==> src/tlic_pkg.sv <==
`default_nettype none
package tlic_pkg;
  localparam logic [7:0] ADDR_TX_CFG      = 8'h11;
  localparam logic [7:0] ADDR_RX_CFG      = 8'h12;
  localparam logic [7:0] ADDR_PWR_LOOP    = 8'h13;
  localparam logic [7:0] ADDR_LIVE_STATUS = 8'h18;
  localparam logic [7:0] ADDR_MODE_CFG    = 8'h30;
  localparam logic [7:0] RST_TX_CFG       = 8'h00;
  localparam logic [7:0] RST_RX_CFG       = 8'h00;
  localparam logic [7:0] RST_PWR_LOOP     = 8'h06;
  localparam logic [7:0] RST_MODE_CFG     = 8'h00;
  localparam logic [7:0] TX_CFG_MASK      = 8'h77;
  localparam logic [7:0] RX_CFG_MASK      = 8'h7f;
  localparam logic [7:0] PWR_LOOP_MASK    = 8'hbf;
  localparam logic [7:0] MODE_CFG_MASK    = 8'h0f;
  localparam int TX_TERM_BIT = 6;
  localparam int TX_IMP_LSB  = 4;
  localparam int TX_BUILDOUT_LSB = 0;
  localparam int RX_TERM_BIT = 6;
  localparam int RX_IMP_LSB  = 4;
  localparam int RX_TR_BIT   = 3;
  localparam int RX_MON_BIT  = 2;
  localparam int RX_SENS_LSB = 0;
  localparam int ALL_ONES_BIT    = 7;
  localparam int LOCAL_LOOP_BIT  = 5;
  localparam int ANALOG_LOOP_BIT = 4;
  localparam int REMOTE_LOOP_BIT = 3;
  localparam int TX_PD_BIT       = 2;
  localparam int RX_PD_BIT       = 1;
  localparam int TX_DRIVE_BIT    = 0;
  localparam int MODE_LSB    = 0;
  localparam int CLKSRC_LSB  = 4;
  localparam logic [3:0] CLKSRC_RX_RECOVERED = 4'he;
  localparam int SETTLE_MS        = 50;
  localparam int CLK_HZ           = 50000000;
  localparam int SETTLE_CYCLES    = SETTLE_MS * (CLK_HZ / 1000);
  typedef enum logic [1:0] {TLIC_DS1, TLIC_E1, TLIC_2048K, TLIC_6312K} tlic_mode_e;
endpackage
`default_nettype wire

==> src/tlic_line_config.sv <==
// The plain strobed port was left to the implementer.
`timescale 1ns/1ns
`default_nettype none
module tlic_line_config #(
  parameter int SETTLE_CYCLES = tlic_pkg::SETTLE_CYCLES
) (
  input  wire logic       sys_clk,
  input  wire logic       reset,
  input  wire logic [7:0] reg_addr,
  input  wire logic [7:0] reg_wdata,
  input  wire logic       reg_write,
  input  wire logic       reg_read,
  output logic      [7:0] reg_rdata,
  input  wire logic       tx_hiz_pin_a,
  input  wire logic       tx_hiz_pin_b,
  input  wire logic       rx_short_fail,
  input  wire logic       rx_over_equalized,
  input  wire logic       rx_under_equalized,
  input  wire logic       tx_open_detect,
  input  wire logic       tx_short_detect,
  input  wire logic       rx_los_detect,
  input  wire logic       tx_formatter_data,
  input  wire logic       rx_line_data,
  input  wire logic       rx_line_clock,
  input  wire logic       tx_clock_local,
  output logic            tx_line_pos,
  output logic            tx_line_neg,
  output logic            tx_line_oe_n,
  output logic            rx_line_hiz,
  output logic            tx_term_on,
  output logic      [1:0] tx_impedance_sel,
  output logic            tx_term_75,
  output logic            tx_term_100,
  output logic            tx_term_110,
  output logic            tx_term_120,
  output logic      [2:0] tx_buildout_sel,
  output logic            tx_buildout_valid,
  output logic            rx_term_on,
  output logic      [1:0] rx_impedance_sel,
  output logic      [3:0] rx_term_onehot,
  output logic            rx_turns_ratio,
  output logic            rx_monitor_en,
  output logic      [1:0] rx_sensitivity_sel,
  output logic      [5:0] rx_monitor_gain_db,
  output logic            tx_power_down,
  output logic            rx_power_down,
  output logic            tx_ready,
  output logic            rx_ready,
  output logic            analog_loop_en,
  output logic            rx_framer_data,
  output logic            tx_clock_out
);
  typedef struct packed {
    logic [7:0] tx_cfg;
    logic [7:0] rx_cfg;
    logic [7:0] pwr_loop;
    logic [7:0] mode_cfg;
    logic [7:0] rdata;
    logic       line_pos;
    logic       line_neg;
    logic       line_oe_n;
    logic       rx_hiz;
    logic [3:0] tx_term;
    logic [3:0] rx_term;
    logic       buildout_ok;
    logic [5:0] mon_gain;
    logic       framer_data;
    logic       clk_out;
    logic       tx_ready;
    logic       rx_ready;
  } tlic_state_s;

  tlic_state_s state_r;
  tlic_state_s state_nxt;
  logic        tx_settled;
  logic        rx_settled;
  tlic_pkg::tlic_mode_e mode;

  function automatic logic [3:0] imp_onehot(input logic [1:0] code, input logic on);
    imp_onehot = on ? (4'h1 << code) : 4'h0;
  endfunction

  tlic_settle_timer #(.SETTLE_CYCLES(SETTLE_CYCLES)) u_tx_settle (
    .sys_clk    (sys_clk),
    .reset      (reset),
    .power_down (state_r.pwr_loop[tlic_pkg::TX_PD_BIT]),
    .ready      (tx_settled)
  );
  tlic_settle_timer #(.SETTLE_CYCLES(SETTLE_CYCLES)) u_rx_settle (
    .sys_clk    (sys_clk),
    .reset      (reset),
    .power_down (state_r.pwr_loop[tlic_pkg::RX_PD_BIT]),
    .ready      (rx_settled)
  );

  assign mode = tlic_pkg::tlic_mode_e'(state_r.mode_cfg[tlic_pkg::MODE_LSB +: 2]);

  always_comb
  begin
    logic       framed;
    logic       tx_src;
    logic       drive;
    logic [2:0] buildout;
    logic [1:0] sens;
    framed = 1'b0;
    tx_src = 1'b0;
    drive = 1'b0;
    buildout = 3'h0;
    sens = 2'h0;
    state_nxt = state_r;
    if (reg_write)
    begin
      if (reg_addr == tlic_pkg::ADDR_TX_CFG)
        state_nxt.tx_cfg = reg_wdata & tlic_pkg::TX_CFG_MASK;
      else if (reg_addr == tlic_pkg::ADDR_RX_CFG)
        state_nxt.rx_cfg = reg_wdata & tlic_pkg::RX_CFG_MASK;
      else if (reg_addr == tlic_pkg::ADDR_PWR_LOOP)
        state_nxt.pwr_loop = reg_wdata & tlic_pkg::PWR_LOOP_MASK;
      else if (reg_addr == tlic_pkg::ADDR_MODE_CFG)
        state_nxt.mode_cfg = reg_wdata;
    end
    state_nxt.rdata = 8'h00;
    if (reg_read)
    begin
      if (reg_addr == tlic_pkg::ADDR_TX_CFG)
        state_nxt.rdata = state_r.tx_cfg;
      else if (reg_addr == tlic_pkg::ADDR_RX_CFG)
        state_nxt.rdata = state_r.rx_cfg;
      else if (reg_addr == tlic_pkg::ADDR_PWR_LOOP)
        state_nxt.rdata = state_r.pwr_loop;
      else if (reg_addr == tlic_pkg::ADDR_MODE_CFG)
        state_nxt.rdata = state_r.mode_cfg;
      else if (reg_addr == tlic_pkg::ADDR_LIVE_STATUS)
        state_nxt.rdata = {1'b0, rx_short_fail, rx_over_equalized, rx_under_equalized,
                           1'b0, tx_open_detect, tx_short_detect, rx_los_detect};
    end
    framed = (mode == tlic_pkg::TLIC_DS1) || (mode == tlic_pkg::TLIC_E1);
    state_nxt.tx_term = imp_onehot(state_r.tx_cfg[tlic_pkg::TX_IMP_LSB +: 2],
                                   state_r.tx_cfg[tlic_pkg::TX_TERM_BIT]);
    state_nxt.rx_term = imp_onehot(state_r.rx_cfg[tlic_pkg::RX_IMP_LSB +: 2],
                                   state_r.rx_cfg[tlic_pkg::RX_TERM_BIT]);
    state_nxt.rx_hiz = !state_r.rx_cfg[tlic_pkg::RX_TERM_BIT];
    buildout = state_r.tx_cfg[tlic_pkg::TX_BUILDOUT_LSB +: 3];
    if (mode == tlic_pkg::TLIC_DS1)
      state_nxt.buildout_ok = 1'b1;
    else if (mode == tlic_pkg::TLIC_E1)
      state_nxt.buildout_ok = (buildout <= 3'h1);
    else
      state_nxt.buildout_ok = 1'b0;
    sens = state_r.rx_cfg[tlic_pkg::RX_SENS_LSB +: 2];
    if (state_r.rx_cfg[tlic_pkg::RX_MON_BIT] && mode != tlic_pkg::TLIC_6312K)
      state_nxt.mon_gain = 6'(6'd14 + 6'(sens) * 6'd6);
    else
      state_nxt.mon_gain = 6'h0;
    if (state_r.pwr_loop[tlic_pkg::REMOTE_LOOP_BIT])
      tx_src = rx_line_data;
    else
      tx_src = tx_formatter_data;
    if (state_r.pwr_loop[tlic_pkg::ALL_ONES_BIT] && framed)
      tx_src = 1'b1;
    drive = state_r.pwr_loop[tlic_pkg::TX_DRIVE_BIT] && !state_r.pwr_loop[tlic_pkg::TX_PD_BIT]
            && (!tx_hiz_pin_a || !tx_hiz_pin_b);
    state_nxt.line_oe_n = !drive;
    state_nxt.line_pos = drive & tx_src;
    state_nxt.line_neg = drive & ~tx_src;
    if (state_r.pwr_loop[tlic_pkg::LOCAL_LOOP_BIT])
      state_nxt.framer_data = tx_formatter_data;
    else if (state_r.pwr_loop[tlic_pkg::ANALOG_LOOP_BIT])
      state_nxt.framer_data = tx_src;
    else
      state_nxt.framer_data = rx_line_data;
    if (state_r.mode_cfg[tlic_pkg::CLKSRC_LSB +: 4] == tlic_pkg::CLKSRC_RX_RECOVERED)
      state_nxt.clk_out = rx_line_clock;
    else
      state_nxt.clk_out = tx_clock_local;
    state_nxt.tx_ready = tx_settled;
    state_nxt.rx_ready = rx_settled;
  end

  always_ff @(posedge sys_clk or posedge reset)
  begin
    if (reset)
    begin
      state_r           <= '0;
      state_r.tx_cfg    <= tlic_pkg::RST_TX_CFG;
      state_r.rx_cfg    <= tlic_pkg::RST_RX_CFG;
      state_r.pwr_loop  <= tlic_pkg::RST_PWR_LOOP;
      state_r.mode_cfg  <= tlic_pkg::RST_MODE_CFG;
      state_r.line_oe_n <= 1'b1;
      state_r.rx_hiz    <= 1'b1;
    end
    else
      state_r <= state_nxt;
  end

  assign reg_rdata          = state_r.rdata;
  assign tx_line_pos        = state_r.line_pos;
  assign tx_line_neg        = state_r.line_neg;
  assign tx_line_oe_n       = state_r.line_oe_n;
  assign rx_line_hiz        = state_r.rx_hiz;
  assign tx_term_on         = state_r.tx_cfg[tlic_pkg::TX_TERM_BIT];
  assign tx_impedance_sel   = state_r.tx_cfg[tlic_pkg::TX_IMP_LSB +: 2];
  assign tx_term_75         = state_r.tx_term[0];
  assign tx_term_100        = state_r.tx_term[1];
  assign tx_term_110        = state_r.tx_term[2];
  assign tx_term_120        = state_r.tx_term[3];
  assign tx_buildout_sel    = state_r.tx_cfg[tlic_pkg::TX_BUILDOUT_LSB +: 3];
  assign tx_buildout_valid  = state_r.buildout_ok;
  assign rx_term_on         = state_r.rx_cfg[tlic_pkg::RX_TERM_BIT];
  assign rx_impedance_sel   = state_r.rx_cfg[tlic_pkg::RX_IMP_LSB +: 2];
  assign rx_term_onehot     = state_r.rx_term;
  assign rx_turns_ratio     = state_r.rx_cfg[tlic_pkg::RX_TR_BIT];
  assign rx_monitor_en      = state_r.rx_cfg[tlic_pkg::RX_MON_BIT];
  assign rx_sensitivity_sel = state_r.rx_cfg[tlic_pkg::RX_SENS_LSB +: 2];
  assign rx_monitor_gain_db = state_r.mon_gain;
  assign tx_power_down      = state_r.pwr_loop[tlic_pkg::TX_PD_BIT];
  assign rx_power_down      = state_r.pwr_loop[tlic_pkg::RX_PD_BIT];
  assign tx_ready           = state_r.tx_ready;
  assign rx_ready           = state_r.rx_ready;
  assign analog_loop_en     = state_r.pwr_loop[tlic_pkg::ANALOG_LOOP_BIT];
  assign rx_framer_data     = state_r.framer_data;
  assign tx_clock_out       = state_r.clk_out;
endmodule // tlic_line_config
`default_nettype wire

==> src/tlic_settle_timer.sv <==
`timescale 1ns/1ns
`default_nettype none
module tlic_settle_timer #(
  parameter int SETTLE_CYCLES = tlic_pkg::SETTLE_CYCLES
) (
  input  wire logic sys_clk,
  input  wire logic reset,
  input  wire logic power_down,
  output logic      ready
);
  typedef struct packed {
    logic [31:0] count;
    logic        ready;
  } tlic_settle_s;
  tlic_settle_s state_r;
  tlic_settle_s state_nxt;
  always_comb
  begin
    state_nxt = state_r;
    if (power_down)
    begin
      state_nxt.count = 32'h0;
      state_nxt.ready = 1'b0;
    end
    else if (!state_r.ready)
    begin
      if (state_r.count >= 32'(SETTLE_CYCLES - 1))
        state_nxt.ready = 1'b1;
      else
        state_nxt.count = state_r.count + 32'h1;
    end
  end
  always_ff @(posedge sys_clk or posedge reset)
  begin
    if (reset)
      state_r <= '0;
    else
      state_r <= state_nxt;
  end
  assign ready = state_r.ready;
endmodule // tlic_settle_timer
`default_nettype wire
==> config.mk <==
export PLATFORM = sky130hd
export DESIGN_NAME = tlic_line_config
export DESIGN_NICKNAME = d
export VERILOG_FILES = /design/src/tlic_pkg.sv /design/src/tlic_line_config.sv /design/src/tlic_settle_timer.sv
export SDC_FILE = /design/constraint.sdc
export NUM_CORES = 1
export LEC_CHECK = 0
export ABC_AREA = 1
export BUFFER_PORTS_ARGS = -buffer_cell sky130_fd_sc_hd__buf_4
export CAP_MARGIN = 20
export CORE_ASPECT_RATIO = 0.9
export CORE_MARGIN = 5
export CORE_UTILIZATION = 39
export DETAILED_ROUTE_END_ITERATION = 7
export SLEW_MARGIN = 20
export SYNTH_ARGS = -nofsm -noshare
export SYNTH_HDL_FRONTEND = slang
export SYNTH_HIERARCHICAL = 1
export SYNTH_SLANG_ARGS = --single-unit
==> constraint.sdc <==
create_clock -name sys_clk -period 1.5 [get_ports sys_clk]
set_input_delay 0.075 -clock sys_clk [delete_from_list [all_inputs] [get_ports sys_clk]]
set_output_delay 0.075 -clock sys_clk [all_outputs]
set_load 0.005 [all_outputs]
# [Yosys cells after proc, flatten, opt, wreduce, memory -nomap -nowiden]
# Cells that the tools add are included.
[op_classes] n_eq_ne=12 mul=1 magnitude_cmp=3 mux=24 n_addsub=3 n_bitwise=6 shifts=2 reduce_logical=18
[op_table] op="two-way mux 33 bit" count=4
[op_table] op="adder 32 x 1 -> 32 bit (second input constant)" count=2
[op_table] op=">= comparator 32 x 22 -> 1 bit (second input constant)" count=2
[op_table] op="two-way mux 32 bit" count=2
[op_table] op="two-way mux 8 bit" count=5
[op_table] op="equality test 8 x 5 -> 1 bit (second input constant)" count=4
[op_table] op="!= test 2 bit (second input constant)" count=5
[op_table] op="two-way mux 1 bit" count=9
[op_table] op="equality test 8 x 6 -> 1 bit (second input constant)" count=1
[op_table] op="two-way mux 4 bit" count=2
[op_table] op="<< shifter 1 x 2 -> 4 bit (first input constant)" count=2
[op_table] op="two-way mux 7 bit" count=1
[op_table] op="adder 4 x 5 -> 6 bit (first input constant)" count=1
[op_table] op="two-way mux 6 bit" count=1
[op_table] op="AND reduction 2 bit" count=3
[op_table] op="zero test 1 bit" count=5
[op_table] op="AND reduction 5 bit" count=1
[op_table] op="equality test 4 bit (second input constant)" count=1
[op_table] op="logical AND 1 bit" count=4
[op_table] op="multiplier 2 x 2 -> 4 bit (second input constant)" count=1
[op_table] op="NOT 1 bit" count=4
[op_table] op="AND reduction 4 bit" count=1
[op_table] op="less-or-equal comparator 3 x 1 -> 1 bit (second input constant)" count=1
[op_table] op="AND reduction 3 bit" count=1
[op_table] op="other kinds (4)" count=6
[word_totals] register_bits=125 output_inout_bits=47

# [Longest topological paths before layout]
[depth] depth_word=7 mapped_depth=12

# [Cells and area by module]
# The synthesis kept the hierarchy.
[modules_own_cells] mod="tlic_line_config" cells_per_inst=311 area_per_inst_um2=2874.0 instances=1
[modules_own_cells] mod="tlic_settle_timer at u_rx_settle" cells_per_inst=283 area_per_inst_um2=2030.7 instances=1
[modules_own_cells] mod="tlic_settle_timer at u_tx_settle" cells_per_inst=283 area_per_inst_um2=2024.4 instances=1

# [Worst setup path after synthesis]
# OpenSTA, ideal clock, no wires.
[synth_path] path_kind="register to register" from="reg u_rx_settle/state_r[1] in the netlist's numbering" to="reg u_rx_settle/state_r[10] in the netlist's numbering" stages_incl_launch_ff=12 setup_slack_ns=0.005 required_time_ns=1.383 t_arrival_ns=1.378 synth_period_minus_slack_ns=1.495 cell_sequence="dfrtp_1 ha_1 nand2_1 o21ai_1 nand3_1 nand2_2 nand2_4 nand2_4 nand2_4 buf_6 nand2_1 nand2_1"
[synth_via] elab_chain_len=4
[synth_lines] element="from (decl)" line_no="tlic_settle_timer.sv:15" source="tlic_settle_s state_r;"
[synth_lines] element="from (signal assigned)" line_no="tlic_settle_timer.sv:38" source="state_r <= state_nxt;"
[synth_lines] element="adder 32 x 1 -> 32 bit" line_no="tlic_settle_timer.sv:30" source="state_nxt.count = state_r.count + 32'h1;"
[synth_lines] element="two-way mux 32 bit" line_no="tlic_settle_timer.sv:27" source="if (state_r.count >= 32'(SETTLE_CYCLES - 1))"
[synth_lines] element="two-way mux 33 bit" line_no="tlic_settle_timer.sv:25" source="else if (!state_r.ready)"
[synth_lines] element="two-way mux 33 bit" line_no="tlic_settle_timer.sv:20" source="if (power_down)"
# Several ways; a longest one is shown, not always the timed one. The select of a mux whose other input is x is not followed.
# A chain may end at the register's enable or synchronous reset.

# [Final worst setup path]
[layout_path] from="reg u_rx_settle/state_r[1] in the netlist's numbering" to="reg u_rx_settle/state_r[1] in the netlist's numbering"
# The elaborated chain is that of the path after synthesis.

==> key figures <==
Die
  • Core region area: 17,600 µm²
  • Initial cell density of the core: 39.5%
  • Boundary pin count: between 70 and 80
  • Die X: between 150 and 200 µm
  • Total die area: roughly 21,000 µm²
  • Vertical die dimension: roughly 140 µm
  • FP Rows: 46

Synthesis
  • Proportion of register bits with asynchronous set or reset after synthesis: 100%
  • Synthesis-stage register bit count: ~120
  • Syn nets: 914
  • Top-count cell post-synth: nand2_1
  • Syn. warnings: 6
  • Post-synthesis cell area: 6930 µm²
  • Primary flip-flop cell chosen by synthesis mapping: dfrtp_1
  • Instance count of the mapped netlist: 877
  • Area share of the largest cell type after synthesis: 43.3%
  • Post-synthesis sequential area ratio: around 45%
  • Post-synthesis average cell area: 7.90 µm²
  • Cell accounting for the most synthesized area: dfrtp_1
  • Synth cell count leaders: nand2_1 (208), dfrtp_1 (120), nand3_1 (107), nor2_1 (107), inv_1 (94)
  • Area contributors post-synth: dfrtp_1 (43%), nand2_1 (11%), nand3_1 (7.7%), nor2_1 (5.8%), inv_1 (5.1%)
  • Synth cell types: 41
  • EDFF count, synth: 0

Timing
  • Final period demand of the worst path: ~1.6 ns
  • Maximum achievable frequency: around 0.64 GHz
  • Setup-violating endpoint count in the final report: 40
  • Final setup skew: 0.0199 ns
  • Final number of max-transition violations: 0
  • Share of the clock period used by the worst path after layout: 104%
  • RSZ-0062 raised after global routing: true
  • Crit path setup slack, layout: -0.0625 ns
  • Final total negative setup slack: -1.30 ns
  • Final hold violations: 0

GRT
  • GRT Util Overall: roughly 18%
  • Largest net degree at the start of global routing: 59
  • Final global-route overflow total: 0
  • Number of antenna violations at the first check in global routing: 0
  • Wire length of the first global-routing pass: roughly 30,000 µm
  • Via count of the first global-routing pass: 5,949

CTS
  • TritonCTS clock tree: done
  • TritonCTS sink count: between 100 and 150
  • Clk slew on worst S/H paths: 0.06 ns
  • Clock buffers created by TritonCTS: 17
  • Clock network latency to the later pin of the worst-skew pair: 0.43 ns
  • Maximum root-to-sink buffer count: 2
  • Root Buffer: clkbuf_16
  • Depth of the CTS H-tree: 4

Power and ir drop
  • Leakage dissipation: 4.63 nW
  • Total design power: 9.70 mW
  • Max rail drop VDD: 845 µV
  • Power density cells: 1020 nW/µm²

Status
  • Violations in the final reports: setup timing
  • Status: finished with violations

Drt
  • Via-to-Cell Ratio: 4.66
  • Routed length per instance: 14.2 µm
  • Post-route DRC violation count: 0
  • Final WL: 18,300 µm
  • 1st-iter DRT viols: 316
  • Detailed Routing Iterations Pass 1: 5
  • ANT nets after route: 0
  • Vias: approximately 6,000

Hold path
  • Number of instances on the worst hold path: 5
  • Worst hold path class: in2reg
  • Hold endpoint: reg_rdata[6]
  • Startpoint of the tightest hold check path: rx_short_fail

Setup path
  • Type of origin of the critical path: flip-flop
  • Library cell contributing the largest single delay on the critical path: dfrtp_1
  • Slowest cell delay on critical path: 0.41 ns
  • Endpoint of the worst register-to-register path: u_rx_settle/state_r[1]
  • Category of the critical setup timing path: reg2reg
  • Buffer and inverter count on the worst path: 1
  • Category of cells accounting for the largest share of critical-path delay: simple AND/OR/NAND/NOR gates
  • Data arrival time of the critical path: 1.87 ns
  • Critical Path RT: 1.81 ns
  • Reg2Reg Setup Slack: -0.06 ns
  • Critical path capture point type: flip-flop
  • Startpoint of the most critical register-to-register path: u_rx_settle/state_r[1]
  • Cell-by-cell trace of the critical path: ha_4, nand2_4, o21ai_2, nand3_1, nand2_2, nand2_4, nand2_8, buf_6, nand3_1, nand2_1
  • Worst r2r path cells: 10
  • Worst-path maximum fanout: 6

Cells and area
  • Number of nets in the final layout: 1,078
  • Fraction of final layout cells sized beyond drive strength 1: about a third
  • Number of inserted diodes: 0
  • P&R area growth vs syn: 36.8%

Placed design
  • DP HPWL: 12,400 µm
  • Final weighted congestion in routability-driven placement: 0.811
  • Count of input and output buffers: 77

Run
  • Count of maximum capacitance violations: 0
[worst max path at each step]
stage                                 startpoint                       to  slack, ns  depth (start not counted)
final                     u_rx_settle/state_r[1]   u_rx_settle/state_r[1]      -0.06                         10
after global routing      u_tx_settle/state_r[1]  u_tx_settle/state_r[22]      -0.13                         10
after CTS                 u_rx_settle/state_r[1]   u_rx_settle/state_r[1]      -0.03                         10
after detailed placement  u_rx_settle/state_r[1]  u_rx_settle/state_r[19]      -0.12                         10
after global placement    u_rx_settle/state_r[1]  u_rx_settle/state_r[17]      -0.05                          9
after floorplan                            reset           analog_loop_en      0.004                          1
[registers in the layout, summed over array words and instances (netlist names), 3 cells and up]
register	cells
state_r	10
tx_buildout_sel	3
reg_rdata	8
u_tx_settle/state_r	32
rx_term_onehot	4
rx_monitor_gain_db	5
u_rx_settle/state_r	32
[report_power, final]
| group | switching [mW] | total, mW | internal, mW |
|---|---|---|---|
| registers | 0.307 | 3.95 | 3.64 |
| logic | 0.956 | 1.86 | 0.904 |
| clock network | 1.61 | 3.89 | 2.28 |
| total | 2.88 | 9.70 | 6.82 |
[worst register-to-register path, stage by stage (launching register included)]
cell     delay [ns]
dfrtp_1        0.41
ha_4           0.18
nand2_4        0.10
o21ai_2        0.06
nand3_1        0.08
nand2_2        0.10
nand2_4        0.14
nand2_8        0.11
buf_6          0.15
nand3_1        0.06
nand2_1        0.06
[metal layers]
metal | wire length, µm | global-route usage [%] | vias up
met3 | 756 | 4.23 | 14
met4 | 168 | 4.47 | 0
met1 | 8990 | 26.9 | 2854
met2 | 8390 | 27.7 | 88
met5 | 0 | 0 | -
li1 | - | - | 3072
[stage by stage]
step,util (%),cells,instance area (µm²),worst slack (ns),hold slack (ns)
2_1_floorplan,-,877,6930,0.00363,0.184
3_3_place_gp,46.2,1232,8100,-0.0528,0.198
3_5_place_dp,46.2,1232,8100,-0.123,0.202
4_1_cts,51.8,1288,9090,-0.0310,0.00976
5_1_grt,54.0,1293,9480,-0.134,0.0221
6_report,54.0,1293,9480,-0.0625,0.0340
[logic make-up after synthesis]
| group | after synthesis | synth area share [%] |
|---|---|---|
| flip-flops | 124 | 44.9 |
| other | 1 | 0.0541 |
| AND/OR/NAND/NOR | 504 | 33.8 |
| multiplexers | 1 | 0.163 |
| AO/OA/AOI/OAI | 63 | 5.63 |
| buffers and inverters | 151 | 11.1 |
| XOR/XNOR | 28 | 3.54 |
| adder cells (fa/ha/maj) | 5 | 0.903 |
[layout make-up]
| class | count | area [µm²] |
|---|---|---|
| Clock inverter | 13 | 120 |
| Clock buffer | 18 | 429 |
| Fill cell | 1622 | 8080 |
| Multi-Input combinational cell | 605 | 3530 |
| Sequential cell | 124 | 3110 |
| Timing Repair Buffer | 190 | 1590 |
| Inverter | 103 | 394 |
| Tap cell | 240 | 300 |
[timing repair]
action | 4_1_cts | 5_1_grt
endpoints found under the hold margin | 155 | 0
resized for setup | 45 | 74
cloned | 3 | 3
hold buffers | 14 | 0
pin swaps | 32 | 43
setup endpoints to repair | 46 | 46
buffers inserted | 8 | 2
[cell usage in the layout (no fill, tap or decap), drive strengths merged, types with 10 or more instances in the layout]
master and instances:
a21oi 15, buf 174, clkbuf 20, clkinv 10, dfrtp 120, dlygate4sd3 14, inv 102, nand2 236
nand3 108, nand4 11, nor2 128, nor3 13, o21ai 43, xnor2 10, xor2 18
No activity file was read; power rests on OpenSTA's default activity.
